### src/hdl/phybcr_pkg.sv
// phybcr_pkg: constants for the phy basic control register block
// assumes a 32-bit axi4-lite register bus, one word per register
package phybcr_pkg;
    // management space
    localparam int REG_COUNT = 32;
    localparam int STD_COUNT = 16;
    localparam logic [6:0] REG_INDEX_BASIC_CONTROL = 7'h00;
    localparam logic [11:0] ADDR_BASIC_CONTROL = 12'h000;
    localparam logic [11:0] ADDR_STRAP_STATUS = 12'h080;
    localparam logic [11:0] ADDR_PHY_STATE = 12'h084;
    // field positions in basic_control
    localparam int BIT_SOFT_RESET = 15;
    localparam int BIT_LOOPBACK = 14;
    localparam int BIT_SPEED_100 = 13;
    localparam int BIT_AUTONEG_EN = 12;
    localparam int BIT_POWER_DOWN = 11;
    localparam int BIT_ISOLATE = 10;
    localparam int BIT_AUTONEG_RESTART = 9;
    // reset values of non-strap bits
    localparam logic RST_LOOPBACK = 1'b0;
    localparam logic RST_POWER_DOWN = 1'b0;
    // chip reset pulse length
    localparam int CHIP_RESET_NS = 400;
    localparam int CLK_PERIOD_NS = 40;
    localparam int CHIP_RESET_CYCLES = (CHIP_RESET_NS + CLK_PERIOD_NS - 1)
        / CLK_PERIOD_NS;
    // axi responses
    localparam logic [1:0] RESP_OKAY = 2'b00;
    localparam logic [1:0] RESP_SLVERR = 2'b10;
    typedef enum logic [1:0] {ST_IDLE, ST_RESET, ST_RELATCH} phybcr_state_t;
endpackage : phybcr_pkg

### src/hdl/phybcr_strap.sv
// phybcr_strap: captures strap pin levels on request
// assumes strap pins are stable and synchronous to aclk
`timescale 1ns/10ps
`default_nettype none
module phybcr_strap
    import phybcr_pkg::*;
(
    // clock and reset
    input wire logic aclk,
    input wire logic aresetn,
    // capture request
    input wire logic capture,
    // strap pins
    input wire logic autoneg_enable_strap,
    input wire logic speed_strap,
    input wire logic isolate_strap,
    // latched values
    output logic an_latched,
    output logic speed_latched,
    output logic iso_latched
);
    always_ff @(posedge aclk) begin
        if (!aresetn) begin
            an_latched <= 1'b0;
            speed_latched <= 1'b0;
            iso_latched <= 1'b0;
        end else if (capture) begin
            an_latched <= autoneg_enable_strap;
            speed_latched <= speed_strap;
            iso_latched <= isolate_strap;
        end
    end
endmodule : phybcr_strap
`default_nettype wire

### src/hdl/phybcr_top.sv
// phybcr_top: basic control register of a 10/100 phy over axi4-lite
// assumes a single 25 mhz clock and synchronous strap inputs
//
// Our own choice: register access over AXI4-Lite.
`timescale 1ns/10ps
`default_nettype none
// Function
// - 32 management registers; 0..15 standard, 16..31 vendor, all reachable.
// - bit 15 write of 1 resets the phy, self-clears, reads 0.
// - bit 13 forces 100 when 1, 10 when 0; ignored under autoneg.
// - bit 12 enables autoneg; negotiated result overrides speed and duplex.
// - autoneg enable default comes from latched autoneg strap.
// - speed select default comes from latched speed strap.
// - bit 11 set enters power-down, clear restores; default 0.
// - soft reset outside power-down resets chip and relatches straps.
// - bit 10 isolates mac-side interface; default from isolate strap.
// - bit 9 write of 1 restarts autoneg, self-clears, default 0.
module phybcr_top
    import phybcr_pkg::*;
#(
    parameter int RESET_CYCLES = CHIP_RESET_CYCLES
) (
    // clock and reset
    input wire logic aclk,
    input wire logic aresetn,
    // axi4-lite write address
    input wire logic [11:0] s_axi_awaddr,
    input wire logic s_axi_awvalid,
    output logic s_axi_awready,
    // axi4-lite write data
    input wire logic [31:0] s_axi_wdata,
    input wire logic [3:0] s_axi_wstrb,
    input wire logic s_axi_wvalid,
    output logic s_axi_wready,
    // axi4-lite write response
    output logic [1:0] s_axi_bresp,
    output logic s_axi_bvalid,
    input wire logic s_axi_bready,
    // axi4-lite read address
    input wire logic [11:0] s_axi_araddr,
    input wire logic s_axi_arvalid,
    output logic s_axi_arready,
    // axi4-lite read data
    output logic [31:0] s_axi_rdata,
    output logic [1:0] s_axi_rresp,
    output logic s_axi_rvalid,
    input wire logic s_axi_rready,
    // strap pins
    input wire logic autoneg_enable_strap,
    input wire logic speed_strap,
    input wire logic isolate_strap,
    // negotiated result and manual duplex
    input wire logic an_speed_100,
    input wire logic an_full_duplex,
    input wire logic manual_full_duplex,
    // phy controls
    output logic chip_reset,
    output logic loopback_en,
    output logic autoneg_en,
    output logic autoneg_restart,
    output logic power_down,
    output logic isolate,
    output logic speed_100,
    output logic full_duplex
);
    // refuse reset lengths the 16-bit counter cannot hold
    if (RESET_CYCLES < 1 || RESET_CYCLES > 65535) begin : g_bad_len
        $error("RESET_CYCLES out of range");
    end

    phybcr_state_t state_r, state_nxt;
    logic [15:0] rst_cnt_r, rst_cnt_nxt;
    logic loop_r, an_r, spd_r, pd_r, iso_r, restart_r;
    logic aw_hold_r, w_hold_r;
    logic [11:0] awaddr_r;
    logic [31:0] wdata_r;
    logic [3:0] wstrb_r;
    logic bvalid_r, rvalid_r;
    logic [1:0] bresp_r, rresp_r;
    logic [31:0] rdata_r;
    logic an_l, spd_l, iso_l;
    logic load_r;

    // capture on release of reset and at end of chip reset
    logic capture;
    logic first_r;
    assign capture = first_r || (state_r == ST_RELATCH);

    phybcr_strap u_strap (
        .aclk(aclk),
        .aresetn(aresetn),
        .capture(capture),
        .autoneg_enable_strap(autoneg_enable_strap),
        .speed_strap(speed_strap),
        .isolate_strap(isolate_strap),
        .an_latched(an_l),
        .speed_latched(spd_l),
        .iso_latched(iso_l)
    );

    function automatic logic in_space(input logic [11:0] a);
        in_space = (a[1:0] == 2'b00) && (a[11:7] == 5'h00);
    endfunction : in_space

    // write path: address and data in either order
    wire aw_take = s_axi_awvalid && !aw_hold_r;
    wire w_take = s_axi_wvalid && !w_hold_r;
    wire have_aw = aw_hold_r || s_axi_awvalid;
    wire have_w = w_hold_r || s_axi_wvalid;
    wire [11:0] wr_addr = aw_hold_r ? awaddr_r : s_axi_awaddr;
    wire [31:0] wr_data = w_hold_r ? wdata_r : s_axi_wdata;
    wire [3:0] wr_strb = w_hold_r ? wstrb_r : s_axi_wstrb;
    // no writes while straps reload, else the load would swallow them
    wire busy = (state_r != ST_IDLE) || capture || load_r;
    wire wr_fire = have_aw && have_w && !bvalid_r && !busy;
    wire wr_ok = in_space(wr_addr);
    wire wr_ctl = wr_fire && (wr_addr == ADDR_BASIC_CONTROL);
    wire hi_en = wr_strb[1];
    wire lo_en = wr_strb[0];
    wire soft_rst = wr_ctl && hi_en && wr_data[BIT_SOFT_RESET];

    assign s_axi_awready = !aw_hold_r && !bvalid_r && !busy;
    assign s_axi_wready = !w_hold_r && !bvalid_r && !busy;
    assign s_axi_bvalid = bvalid_r;
    assign s_axi_bresp = bresp_r;

    // read path
    wire rd_fire = s_axi_arvalid && !rvalid_r;
    assign s_axi_arready = !rvalid_r;
    assign s_axi_rvalid = rvalid_r;
    assign s_axi_rresp = rresp_r;
    assign s_axi_rdata = rdata_r;

    wire [15:0] ctl_word = {1'b0, loop_r, spd_r, an_r, pd_r, iso_r,
        restart_r, 9'h000};
    wire [31:0] rd_word =
        (s_axi_araddr == ADDR_BASIC_CONTROL) ? {16'h0000, ctl_word} :
        (s_axi_araddr == ADDR_STRAP_STATUS) ?
            {29'h0000_0000, iso_l, spd_l, an_l} :
        (s_axi_araddr == ADDR_PHY_STATE) ?
            {30'h0000_0000, state_r != ST_IDLE, pd_r} :
        32'h0000_0000;
    wire rd_ok = in_space(s_axi_araddr);

    // reset sequencer
    always_comb begin
        state_nxt = state_r;
        rst_cnt_nxt = rst_cnt_r;
        case (state_r)
            ST_IDLE: begin
                // out of power-down first, reset only when already up
                if (soft_rst && !pd_r) begin
                    state_nxt = ST_RESET;
                    rst_cnt_nxt = 16'(RESET_CYCLES - 1);
                end
            end
            ST_RESET: begin
                if (rst_cnt_r == 16'h0000) begin
                    state_nxt = ST_RELATCH;
                end else begin
                    rst_cnt_nxt = rst_cnt_r - 16'h0001;
                end
            end
            ST_RELATCH: state_nxt = ST_IDLE;
            default: state_nxt = ST_IDLE;
        endcase
    end

    always_ff @(posedge aclk) begin
        if (!aresetn) begin
            state_r <= ST_IDLE;
            rst_cnt_r <= 16'h0000;
            first_r <= 1'b1;
        end else begin
            state_r <= state_nxt;
            rst_cnt_r <= rst_cnt_nxt;
            first_r <= 1'b0;
        end
    end

    // control bits; strap defaults load one cycle after capture
    always_ff @(posedge aclk) begin
        if (!aresetn) begin
            load_r <= 1'b0;
        end else begin
            load_r <= capture;
        end
    end

    always_ff @(posedge aclk) begin
        if (!aresetn) begin
            loop_r <= RST_LOOPBACK;
            an_r <= 1'b0;
            spd_r <= 1'b0;
            pd_r <= RST_POWER_DOWN;
            iso_r <= 1'b0;
            restart_r <= 1'b0;
        end else if (load_r) begin
            loop_r <= RST_LOOPBACK;
            an_r <= an_l;
            spd_r <= spd_l;
            pd_r <= RST_POWER_DOWN;
            iso_r <= iso_l;
            restart_r <= 1'b0;
        end else if (state_r == ST_RESET) begin
            restart_r <= 1'b0;
        end else if (soft_rst && pd_r) begin
            pd_r <= 1'b0;
            restart_r <= 1'b0;
        end else if (wr_ctl && hi_en) begin
            loop_r <= wr_data[BIT_LOOPBACK];
            spd_r <= wr_data[BIT_SPEED_100];
            an_r <= wr_data[BIT_AUTONEG_EN];
            pd_r <= wr_data[BIT_POWER_DOWN];
            iso_r <= wr_data[BIT_ISOLATE];
            restart_r <= wr_data[BIT_AUTONEG_RESTART];
        end else begin
            restart_r <= 1'b0;
        end
    end

    // bus handshake registers
    always_ff @(posedge aclk) begin
        if (!aresetn) begin
            aw_hold_r <= 1'b0;
            w_hold_r <= 1'b0;
            awaddr_r <= 12'h000;
            wdata_r <= 32'h0000_0000;
            wstrb_r <= 4'h0;
            bvalid_r <= 1'b0;
            bresp_r <= RESP_OKAY;
        end else begin
            if (wr_fire) begin
                aw_hold_r <= 1'b0;
                w_hold_r <= 1'b0;
                bvalid_r <= 1'b1;
                bresp_r <= wr_ok ? RESP_OKAY : RESP_SLVERR;
            end else begin
                if (aw_take && s_axi_awready) begin
                    aw_hold_r <= 1'b1;
                    awaddr_r <= s_axi_awaddr;
                end
                if (w_take && s_axi_wready) begin
                    w_hold_r <= 1'b1;
                    wdata_r <= s_axi_wdata;
                    wstrb_r <= s_axi_wstrb;
                end
                if (bvalid_r && s_axi_bready) begin
                    bvalid_r <= 1'b0;
                end
            end
        end
    end

    always_ff @(posedge aclk) begin
        if (!aresetn) begin
            rvalid_r <= 1'b0;
            rresp_r <= RESP_OKAY;
            rdata_r <= 32'h0000_0000;
        end else if (rd_fire) begin
            rvalid_r <= 1'b1;
            rresp_r <= rd_ok ? RESP_OKAY : RESP_SLVERR;
            rdata_r <= rd_word;
        end else if (rvalid_r && s_axi_rready) begin
            rvalid_r <= 1'b0;
        end
    end

    // phy-facing outputs
    logic lo_unused;
    assign lo_unused = lo_en;
    assign chip_reset = (state_r == ST_RESET);
    assign loopback_en = loop_r;
    assign autoneg_en = an_r;
    assign autoneg_restart = restart_r;
    assign power_down = pd_r;
    assign isolate = iso_r;
    assign speed_100 = an_r ? an_speed_100 : spd_r;
    assign full_duplex = an_r ? an_full_duplex : manual_full_duplex;

    // checks
    a_reset_selfclr: assert property (
        @(posedge aclk) disable iff (!aresetn)
        s_axi_rvalid |-> !s_axi_rdata[BIT_SOFT_RESET])
        else $error("soft reset bit read as one");
    a_speed_forced: assert property (
        @(posedge aclk) disable iff (!aresetn)
        !autoneg_en |-> speed_100 == spd_r)
        else $error("forced speed not applied");
    a_autoneg_wins: assert property (
        @(posedge aclk) disable iff (!aresetn)
        autoneg_en |-> speed_100 == an_speed_100 &&
        full_duplex == an_full_duplex)
        else $error("negotiated result not used");
    a_strap_an: assert property (
        @(posedge aclk) disable iff (!aresetn)
        $fell(load_r) |-> autoneg_en == an_l)
        else $error("autoneg default not from strap");
    a_strap_speed: assert property (
        @(posedge aclk) disable iff (!aresetn)
        $rose(load_r) |=> spd_r == spd_l)
        else $error("speed default not from strap");
    a_pd_write: assert property (
        @(posedge aclk) disable iff (!aresetn)
        wr_ctl && hi_en && !soft_rst && state_r == ST_IDLE && !load_r
        |=> power_down == $past(wr_data[BIT_POWER_DOWN]))
        else $error("power-down write lost");
    a_pd_exit: assert property (
        @(posedge aclk) disable iff (!aresetn)
        soft_rst && power_down && !load_r |=> !power_down && !chip_reset)
        else $error("first reset write did not leave power-down");
    a_chip_reset: assert property (
        @(posedge aclk) disable iff (!aresetn)
        soft_rst && !power_down |=> chip_reset)
        else $error("chip reset not started");
    a_iso_strap: assert property (
        @(posedge aclk) disable iff (!aresetn)
        $rose(load_r) |=> isolate == iso_l)
        else $error("isolate default not from strap");
    a_restart_pulse: assert property (
        @(posedge aclk) disable iff (!aresetn)
        autoneg_restart |=> !autoneg_restart)
        else $error("restart bit did not self-clear");
    a_loop_write: assert property (
        @(posedge aclk) disable iff (!aresetn)
        wr_ctl && hi_en && !soft_rst && state_r == ST_IDLE && !load_r
        |=> loopback_en == $past(wr_data[BIT_LOOPBACK]))
        else $error("loopback write lost");
endmodule : phybcr_top
`default_nettype wire

### config.mk
export PLATFORM = sky130hd
export DESIGN_NAME = phybcr_top
export DESIGN_NICKNAME = d
export VERILOG_FILES = /design/src/hdl/phybcr_pkg.sv /design/src/hdl/phybcr_strap.sv /design/src/hdl/phybcr_top.sv
export SDC_FILE = /design/constraint.sdc
export NUM_CORES = 1
export LEC_CHECK = 0
export ABC_AREA = 1
export BUFFER_PORTS_ARGS = -buffer_cell sky130_fd_sc_hd__buf_4
export CAP_MARGIN = 20
export CORE_UTILIZATION = 45
export DETAILED_ROUTE_END_ITERATION = 12
export PLACE_DENSITY = 0.73
export SLEW_MARGIN = 20
export SYNTH_ARGS = -nofsm -noshare
export SYNTH_HDL_FRONTEND = slang
export SYNTH_HIERARCHICAL = 1
export SYNTH_SLANG_ARGS = --single-unit
### constraint.sdc
create_clock -name aclk -period 2.3 [get_ports aclk]
set_input_delay 0.23 -clock aclk [delete_from_list [all_inputs] [get_ports aclk]]
set_output_delay 0.23 -clock aclk [all_outputs]
set_load 0.05 [all_outputs]
# Yosys cells after proc, flatten, opt, wreduce, memory -nomap -nowiden
# Index checks and enable logic that the tools add are counted.
# word_totals
regBits,99
latch_bits,0
mem_bits_rw,0
rom_bits,0
inputBits,73
elab_cells,129
mem_count,0
# classes
add_sub_neg,1
mul,0
div,0
n_lt_le_gt_ge,0
n_eq_ne,9
shift,0
mux,35
bitwise,5
reduce_logical,56
# op_table
op,n
two-way mux 16 bit,3
one-hot mux 16 bit (2 select lines),1
"== test 12 x 8 -> 1 bit, second input constant",2
logical NOT 12 bit,2
logical AND 1 bit,21
two-way mux 1 bit,21
logical NOT 16 bit,1
"subtractor 16 x 1 -> 16 bit, second input constant",1
two-way mux 15 bit,1
two-way mux 12 bit,1
two-way mux 2 bit,6
nonzero test 2 bit,6
logical NOT 5 bit,2
AND reduction 3 bit,3
AND reduction 2 bit,4
logical NOT 1 bit,6
logical NOT 2 bit,3
"!= test 2 bit, second input constant",3
logical OR 1 bit,5
inverter 1 bit,5
OR reduction 5 bit,1
"!= test 2 x 1 -> 1 bit, second input constant",2
one-hot mux 2 bit (2 select lines),1
OR reduction 2 bit,2
3 further kinds,3

# Longest topological paths before layout
# Gate-level depths: netlist (run 1).
# depth
ltp_word,13
ltp_mapped,11
depth_no_buf,11

# By module
# Netlist (run 1), hierarchy kept.
# modules_own_cells
module,instances,cells_each,area_per_inst_um2,seq_area_each_um2
phybcr_top,1,474,3278.1,1221.2
phybcr_strap,1,18,116.4,60.1

# Worst setup path after synthesis (run 1)
# OpenSTA, ideal clock, no wires.
# synth_path
kind,register -> register
start,register state_r[0]
end,register rst_cnt_r[10]
setup_time_ns,0.068
arrival_ns,1.922
required_time_ns,2.232
setup_slack_ns,0.310
path_stages_with_launch,8
path_buffers,1
synth_period_minus_slack_ns,1.990
cell_sequence,dfxtp_1 inv_1 nor2_1 inv_1 clkbuf_1 nor3b_1 nand2_2 a21oi_2
# synth_via
elab_cells_between_ends,18
classes_between,4 x eq/ne; 1 x mux; 13 x reduce/logical
# synth_rtl
element,line,rtl
start: declaration,phybcr_top.sv:71,"phybcr_state_t state_r, state_nxt;"
start signal: assignment,phybcr_top.sv:175,state_r <= state_nxt;
== test 2 x 1 -> 1 bit *,--,
via chip_reset,phybcr_top.sv:57,"output logic chip_reset,"
!= test 2 bit (no line) or nonzero test 2 bit (tied branches),--,
AND reduction 3 bit (no line),--,
end signal: assignment,phybcr_top.sv:176,rst_cnt_r <= rst_cnt_nxt;
end: declaration,phybcr_top.sv:72,"logic [15:0] rst_cnt_r, rst_cnt_nxt;"
# Mark *: on every way through the listed nets, which the timed path passes. The rest lies on a longest branch.
# A chain may end at the register's enable or synchronous reset.

# Final worst setup path (run 1)
# layout_path
start,register aw_hold_r
end,register rst_cnt_r[1]
# layout_via
elab_chain_len,10
elab_cells_between_ends,12
classes_between,1 x eq/ne; 1 x mux; 10 x reduce/logical
# layout_rtl
element,line,rtl
start: declaration,phybcr_top.sv:74,"logic aw_hold_r, w_hold_r;"
start signal: assignment,phybcr_top.sv:225,aw_hold_r <= 1'b0;
start signal: assignment,phybcr_top.sv:234,aw_hold_r <= 1'b0;
start signal: assignment,phybcr_top.sv:240,aw_hold_r <= 1'b1;
branches (longest 4 deep; another with two-way mux 12 bit),--,
logical AND 1 bit *,phybcr_top.sv:117,wire wr_ctl = wr_fire && (wr_addr == ADDR_BASIC_CONTROL);
logical AND 1 bit * (2 in a row),phybcr_top.sv:120,wire soft_rst = wr_ctl && hi_en && wr_data[BIT_SOFT_RESET];
logical AND 1 bit *,phybcr_top.sv:152,if (soft_rst && !pd_r) begin
!= test 2 bit (no line) *,--,
AND reduction 3 bit (no line) *,--,
# Every way passes the cells marked *.

==> results of run 1 <==
worst min path at each step:
stage                                       to  cells past startpoint                startpoint  slack (ns)
2_1_floorplan  u_strap/an_latched$_SDFFE_PN0P_                      2                   aresetn        0.35
3_3_place_gp          wdata_r[12]$_SDFFE_PN0P_                      2  wdata_r[12]$_SDFFE_PN0P_        0.43
3_5_place_dp          wdata_r[12]$_SDFFE_PN0P_                      2  wdata_r[12]$_SDFFE_PN0P_        0.45
4_1_cts               awaddr_r[3]$_SDFFE_PN0P_                      3           s_axi_awaddr[3]        0.12
5_1_grt               wdata_r[11]$_SDFFE_PN0P_                      3           s_axi_wdata[11]        0.13
6_report              awaddr_r[3]$_SDFFE_PN0P_                      3           s_axi_awaddr[3]        0.14
critical path: cells and delay by family, from the launching register on:
| family | cells | cell delay [ns] |
|---|---|---|
| simple gates | 9 | 0.96 |
| buf+inv | 2 | 0.18 |
| flops | 1 | 0.42 |
kinds of logic after synthesis:
kind of cell	share of synthesized area (%)
other	0.110
adder cells (fa/ha/maj)	0.737
AND/OR/NAND/NOR	33.1
XOR/XNOR	2.32
AO/OA/AOI/OAI	12.3
multiplexers	0.295
flip-flops	37.7
buffers and inverters	13.4
sequential cells by signal (all words and copies together), names as in the netlist, 2 cells and up:
name and count:
awaddr_r 12, rst_cnt_r 16, s_axi_rdata 9, state_r 2, wdata_r 7
power by group through the flow:
stage / sequential, mW / clock (mW) / combinational [mW]
global route: 1.19 / 1.17 / 0.502
finish: 1.18 / 1.09 / 0.459
CTS: 1.18 / 1.12 / 0.459
floorplan: 1.24 / 0 / 0.314
global placement: 1.20 / 0 / 0.451
detailed placement: 1.21 / 0 / 0.458
area by class of cell:
type / instances / area [um^2] / area share [%]
Clock inverter: 7 / 103 / 2.48
Timing Repair Buffer: 76 / 571 / 13.8
Tap cell: 99 / 124 / 3.00
Multi-Input combinational cell: 365 / 1750 / 42.3
Sequential cell: 64 / 1280 / 31.0
Inverter: 48 / 180 / 4.36
Clock buffer: 9 / 124 / 3.00
per-stage QoR:
| step | std cells | total power [mW] | cell area [um^2] | worst slack (ns) | utilization, % |
|---|---|---|---|---|---|
| detailed placement | 652 | 1.66 | 3910 | 0.642 | 53.8 |
| CTS | 668 | 2.76 | 4130 | 0.613 | 57.0 |
| floorplan | 516 | 1.56 | 3480 | 0.310 | - |
| finish | 668 | 2.73 | 4130 | 0.618 | 57.0 |
| global route | 668 | 2.86 | 4130 | 0.477 | 57.0 |
| global placement | 652 | 1.66 | 3910 | 0.675 | 53.8 |
routing by layer:
layer	wire length, um	vias to the layer above	part of all wire [%]	track usage, %
li1	-	1669	-	-
met1	3430	1436	46	23.6
met2	3650	64	49	33.9
met3	294	7	4.0	6.72
met4	64	0	0.86	6.16
met5	0	-	0	0
synthesized netlist by cell type (all sizes together), types with 3 or more instances:
library cell / n / area (um^2)
nand3: 28 / 158
a21oi: 24 / 139
nor3: 6 / 30.0
o21ai: 39 / 206
dfxtp: 64 / 1280
a211oi: 3 / 22.5
xor2: 7 / 61.3
buf: 35 / 259
o21a: 3 / 22.5
nor2: 114 / 453
clkbuf: 4 / 15.0
nand2: 90 / 368
inv: 47 / 176
nand3b: 5 / 37.5
nand4: 6 / 37.5
==> impl_metrics.toml, run 1 <==
[yosys]
syn_avg_cell_area_um2 = 6.90
ys_seq_area_share_pct = 37.7
synth_edf_count = 0
ys_async_sr_fraction_pct = 0
ys_ff_latch = 64
synthFlopType = "dfxtp_1"
yosysUniqueCellTypes = 40
syn_inst = 492
yosysWarnings = 6
syn-cell-area_um2 = 3390

[floorplanning]
ios = 122
start_util_pct = 46.8
core_um2 = 7250
row_count = 31
dieHeight_um = 88.9
die-width_um = 88.9
die-area_um2 = 7890

[hold_path]
min_path_type = "primary input to register"

[pwr]
vdd_drop_max_uv = 449
clockPowerShare_pct = 39.9
seq_power_share_pct = 43.3
power_frac_comb_pct = 16.8
leakagePower_nw = 1.98
p_per_area_nw_per_um2 = 660
p_int_mw = 1.92
swShare_pct = 29.7
p_sw_uw = 810

[sta]
finalCritPeriodShare_pct = 73.1
hold_viol = 0
worst_pin_slew_ns = 0.660
finalSetupViolCount = 0
finalClockSkew_ns = 0.00988
rsz0062_at_grt = "false"
tns_ns = 0
fmax_mhz = 594
period_needed_ns = 1.68
fin_hold_ws_ns = 0.145
maxSlewHeadroom_pct = 55.9
drv_slew = 0

[place]
io_buffer_count = 68
hpwl_mm = 5.48
globalplace.congestion = 0.838

[clock_network]
clkSinkCount = 64
cts_tree = "yes"
cts_max_level = 3
post-cts-setup-buffers = 0
clk_latency_ns = 0.35
ctsLongestPathBuffers = 2
ctsRootBufferMaster = "clkbuf_8"
cts.reportedPaths.clkPinSlew_ns = 0.07
cts_resized = 0
cts_buffers = 9
hold_buffers = 0

[worst_setup_path]
crit_fanout = 14
rr_startpoint = "aw_hold_r$_SDFFE_PP0P_"
crit_path_start = "aw_hold_r$_SDFFE_PP0P_"
critical_path_arrival_ns = 1.93
regToRegSetupSlack_ns = 0.62
startpoint_type = "register"
crit-reg2reg-capture = "rst_cnt_r[1]$_SDFFE_PN0P_"
reg2reg_depth = 11
crit_slowest_cell = "dfxtp_1"
end_kind = "register"
cp_cell_sequence = "inv_2, nand2_4, nand3_4, nor2_4, nand3_2, nor2_4, nand2_2, nand2_4, inv_1, nor2_1, nor2_1"
crit_type = "register to register"
critPathMaxStageDelay_ns = 0.42
cp-endpoint = "rst_cnt_r[1]$_SDFFE_PN0P_"
required_ns = 2.54

[detailed_routing]
drt-vias-per-instance = 4.75
drc_errors = 0
vias = 3176
drt_first_iter_violations = 133
wl_per_cell_um = 11.1
ant_nets = 0
drt_wl_total_mm = 7.44
drt_pre_antenna_iters = 4

[global_routing]
grt_pass1_wl_mm = 12.0
grt_max_degree = 40
track_usage_pct = 19.9
grt_pass1_vias = 2808
grt.overflow.total = 0
antenna_found_initial = 0

[cells_and_area]
drive_above_1_share_pct = 20.0
layout_commonest_cell = "nor2_1"
nFillCells = 720
diodes = 0
area_delta_synth_final_pct = 21.7
nNetsFinal = 639
final_cell_mix = "nor2_1 (110), nand2_1 (82), buf_4 (76), dfxtp_1 (64), inv_1 (45)"

[job]
drv_cap = 0

[run_status]
status = "finished, final reports clean"
(Power assumes the default switching activity.)
==> run 2: changes to the inputs <==
Settings changed: PLACE_DENSITY 0.73 to 0.76.
Clock period 2.3 ns to 1.5 ns, I/O delays scaled along.
==> run 2 against run 1 <==
  * The run now ends with negative setup slack left
  * Critical path depth fell by 5
  * Critical endpoint is now rst_cnt_r[13]$_SDFFE_PN0P_
  * Clock power increased by 25%
  * Count of clock-buffer cells in the layout grew 1
  * Sequential power rose by 53%
  * Cell area grew 16%
  * Largest cell class unchanged
==> impl_metrics.toml, run 2 (synthesis results as in run 1) <==
[run_status]
status = "finished, violations left"
violations = "negative setup slack"

[clock_network]
hold_buffers = 0
cts_max_level = 3
clkSinkCount = 64
cts.reportedPaths.clkPinSlew_ns = 0.08
ctsLongestPathBuffers = 2
cts_buffers = 9
cts_tree = "yes"
ctsRootBufferMaster = "clkbuf_8"
clk_latency_ns = 0.35

[place]
post_dp_cell_area_um2 = 4150
hpwl_mm = 5.92
io_buffer_count = 68
place_ws_ns = -0.0972
dp.cells = 682
globalplace.congestion = 0.870

[cells_and_area]
area_delta_synth_final_pct = 41.0
seq_area_um2 = 1300
final_cell_mix = "buf_4 (111), nor2_1 (96), nand2_1 (72), dfxtp_1 (52), inv_1 (36)"
nFillCells = 603
nNetsFinal = 686
fin_util_pct = 66.0
regMostFlops = "rst_cnt_r"
stdcell_area_um2 = 4780
multi_input_area_um2 = 2000
diodes = 0
layout_commonest_cell = "buf_4"
drive_above_1_share_pct = 36.5
largest_reg_flops = 16
final_cells = 715

[detailed_routing]
drt-vias-per-instance = 4.87
drc_errors = 0
drt_pre_antenna_iters = 4
drt_first_iter_violations = 181
ant_nets = 0
vias = 3479
wl_per_cell_um = 12.3
drt_wl_total_mm = 8.77

[worst_setup_path]
crit_type = "register to register"
critical_path_arrival_ns = 1.86
worst-path-buf-inv = 1
crit_slowest_cell = "dfxtp_1"
required_ns = 1.79
critPathMaxStageDelay_ns = 0.36
startpoint_type = "register"
crit_family = "simple AND/OR/NAND/NOR gates"
crit_fanout = 7
cp_cell_sequence = "nor2_2, nand4_1, o21ai_4, buf_6, nand3_1, a21oi_2"
end_kind = "register"

[pwr]
leakagePower_nw = 2.28
p_per_area_nw_per_um2 = 828
vdd_drop_max_uv = 488

[sta]
fin_hold_ws_ns = 0.0370
fmax_mhz = 635
period_needed_ns = 1.57
finalCritPeriodShare_pct = 105
setup_ws_ns = -0.0747
rsz0062_at_grt = "true"
finalSetupViolCount = 17
finalClockSkew_ns = 0.0107
hold_viol = 0
drv_slew = 0

[global_routing]
grt.overflow.total = 0
antenna_found_initial = 0
grt_pass1_wl_mm = 13.7
track_usage_pct = 22.5
grt_max_degree = 40
grt_pass1_vias = 3175

[floorplanning]
dieHeight_um = 88.9
die-area_um2 = 7890
start_util_pct = 46.8
die-width_um = 88.9
ios = 122
row_count = 31
core_um2 = 7250

[job]
drv_cap = 0

[hold_path]
min_path_type = "primary input to register"
[run 2: changes by cell type in the layout (fill, tap and decap cells not counted), moves of 4 or more]
| cell | change |
|---|---|
| buf_6 | +7 |
| dfxtp_2 | +10 |
| nor2_4 | +5 |
| dfxtp_1 | -12 |
| buf_4 | +35 |
| nand3_1 | -11 |
| nor2_1 | -14 |
| o21ai_0 | -4 |
| inv_2 | +6 |
| nand2_2 | +8 |
| nand2_1 | -10 |
| nor2_2 | +9 |
| nand3_2 | +8 |
| inv_1 | -9 |
[run 2: worst reg2reg max path, cell delays in order (launching register included)]
cell	delay (ns)
dfxtp_1	0.36
nor2_2	0.16
nand4_1	0.19
o21ai_4	0.33
buf_6	0.22
nand3_1	0.12
a21oi_2	0.13
[run 2: power breakdown]
group          total (mW)  switching, mW  internal (mW)
logic               0.787          0.520          0.266
clock network        1.36          0.718          0.645
registers            1.81         0.0417           1.77
[run 2: worst paths after layout]
kind	startpoint	cells past startpoint	slack, ns	endpoint
worst max-delay path	rst_cnt_r[13]$_SDFFE_PN0P_	6	-0.07	rst_cnt_r[13]$_SDFFE_PN0P_
worst min-delay path	s_axi_awaddr[2]	3	0.04	awaddr_r[2]$_SDFFE_PN0P_
worst max register to register	rst_cnt_r[13]$_SDFFE_PN0P_	6	-0.07	rst_cnt_r[13]$_SDFFE_PN0P_
worst min register to register	awaddr_r[1]$_SDFFE_PN0P_	2	0.46	awaddr_r[1]$_SDFFE_PN0P_
[run 2: layout make-up]
cell class / count / area share (%)
Multi-Input combinational cell: 366 / 41.8
Sequential cell: 64 / 27.2
Timing Repair Buffer: 122 / 20.6
Inverter: 48 / 3.97
Clock buffer: 10 / 2.88
Tap cell: 99 / 2.59
Clock inverter: 6 / 0.941
[run 2: what timing repair did]
item                       4_1_cts  5_1_grt
setup endpoints to repair       43       43
pin swaps                        9       27
resized for setup               36       53
gates cloned                     2        1
buffers inserted                 7        7
[run 2: stage by stage]
step                total power, mW  setup TNS, ns
floorplan                      2.39              0
global placement               2.58         -0.369
detailed placement             2.59          -2.33
CTS                            3.96         -0.272
global route                   4.13          -3.23
finish                         3.96         -0.593
[run 2: per-layer routing]
metal	part of all wire [%]	vias to the layer above	GRT usage (%)	wire (um)
met5	0	-	0	0
met4	1.5	0	6.30	132
met3	4.6	12	6.44	400
met2	52	83	40.8	4570
met1	42	1619	25.8	3670
li1	-	1765	-	-
==> run 3: changes to the inputs <==
Settings changed: RECOVER_POWER set to 50.
==> run 3 against run 2 <==
  * The run still ends with negative setup slack left
  * Die area did not move
  * Non-clock buffer count did not move
  * Sequential cell count did not move
  * First-iteration DRC count rose by 1.1%
  * Via count fell by 0.29%
  * Global-route usage did not move
  * Register-to-register slack barely moved
  * Final cell count did not move
  * Power fell by 0.26%
  * Count of clock-buffer cells in the layout did not move
  * Critical path type unchanged
  * Largest power group unchanged
  * Highest routed layer unchanged
==> impl_metrics.toml, run 3 (synthesis results as in run 1) <==
[worst_setup_path]
crit_type = "register to register"
cp_cell_sequence = "nor2_2, nand4_1, o21ai_4, buf_6, nand3_1, a21oi_2"
crit_fanout = 7
crit_slowest_cell = "dfxtp_1"
critical_path_arrival_ns = 1.87
required_ns = 1.79
critPathMaxStageDelay_ns = 0.36
end_kind = "register"
startpoint_type = "register"

[detailed_routing]
ant_nets = 0
drt_pre_antenna_iters = 4
vias = 3469
drt_first_iter_violations = 183
drc_errors = 0
drt_wl_total_mm = 8.77
wl_per_cell_um = 12.3
drt-vias-per-instance = 4.85

[floorplanning]
core_um2 = 7250
ios = 122
start_util_pct = 46.8
row_count = 31
die-width_um = 88.9
die-area_um2 = 7890
dieHeight_um = 88.9

[sta]
maxSlewHeadroom_pct = 60.1
finalClockSkew_ns = 0.0106
period_needed_ns = 1.58
worst_pin_slew_ns = 0.601
drv_slew = 0
fmax_mhz = 635
finalSetupViolCount = 17
fin_hold_ws_ns = 0.0354
tns_ns = -0.592
hold_viol = 0
setup_ws_ns = -0.0751
rsz0062_at_grt = "true"
finalCritPeriodShare_pct = 105

[clock_network]
hold_buffers = 0
clkSinkCount = 64
cts_max_level = 3
clk_latency_ns = 0.35
ctsRootBufferMaster = "clkbuf_8"
cts.reportedPaths.clkPinSlew_ns = 0.08
cts_tree = "yes"
cts_buffers = 9
ctsLongestPathBuffers = 2

[cells_and_area]
area_delta_synth_final_pct = 39.3
final_cell_mix = "nor2_1 (96), buf_4 (95), nand2_1 (72), dfxtp_1 (52), inv_1 (37)"
layout_commonest_cell = "nor2_1"
largest_reg_flops = 16
diodes = 0
final_cells = 715
drive_above_1_share_pct = 34.4
fin_util_pct = 65.2
nFillCells = 625
regMostFlops = "rst_cnt_r"
nNetsFinal = 686
stdcell_area_um2 = 4730

[global_routing]
grt_pass1_vias = 3175
track_usage_pct = 22.5
antenna_found_initial = 0
grt_max_degree = 40
grt.overflow.total = 0
grt_pass1_wl_mm = 13.7

[pwr]
vdd_drop_max_uv = 488
p_per_area_nw_per_um2 = 836
leakagePower_nw = 2.23
total_power_mw = 3.95

[place]
dp.cells = 682
io_buffer_count = 68
place_ws_ns = -0.0972
post_dp_cell_area_um2 = 4150
globalplace.congestion = 0.870
hpwl_mm = 5.92

[hold_path]
min_path_type = "primary input to register"

[job]
drv_cap = 0

[run_status]
status = "finished, violations left"
violations = "negative setup slack"
run 3: where the power goes:
group	switching, mW	internal (mW)
Combinational	0.519	0.252
Clock	0.725	0.646
Sequential	0.0405	1.77
Total	1.28	2.67
run 3: worst paths after layout:
path / from / end / slack [ns] / depth (start not counted)
setup / recovery: rst_cnt_r[13]$_SDFFE_PN0P_ / rst_cnt_r[13]$_SDFFE_PN0P_ / -0.08 / 6
hold / removal: s_axi_awaddr[2] / awaddr_r[2]$_SDFFE_PN0P_ / 0.04 / 3
setup reg to reg: rst_cnt_r[13]$_SDFFE_PN0P_ / rst_cnt_r[13]$_SDFFE_PN0P_ / -0.08 / 6
hold reg to reg: awaddr_r[1]$_SDFFE_PN0P_ / awaddr_r[1]$_SDFFE_PN0P_ / 0.46 / 2
run 3: final cells by class:
class	count	area, um^2	area share (%)
Multi-Input combinational cell	366	2000	42.3
Sequential cell	64	1300	27.5
Timing Repair Buffer	122	932	19.7
Inverter	48	188	3.97
Clock buffer	10	138	2.91
Tap cell	99	124	2.62
Clock inverter	6	45.0	0.953
run 3: timing repair:
item	in CTS	in global routing
buffers inserted	7	7
gates resized for setup	36	53
gates cloned	2	1
pin swaps	9	27
endpoints found under the setup margin	43	43
run 3: per-layer routing:
metal	track usage, %	share of wire, %
met4	6.30	1.5
met5	0	0
met1	25.8	42
met3	6.44	4.8
met2	40.8	52
run 3: critical path, delay by kind of cell (launching register included):
family	cells	cell delay, ns
compound gates	2	0.46
buf+inv	1	0.22
flops	1	0.36
simple gates	3	0.47
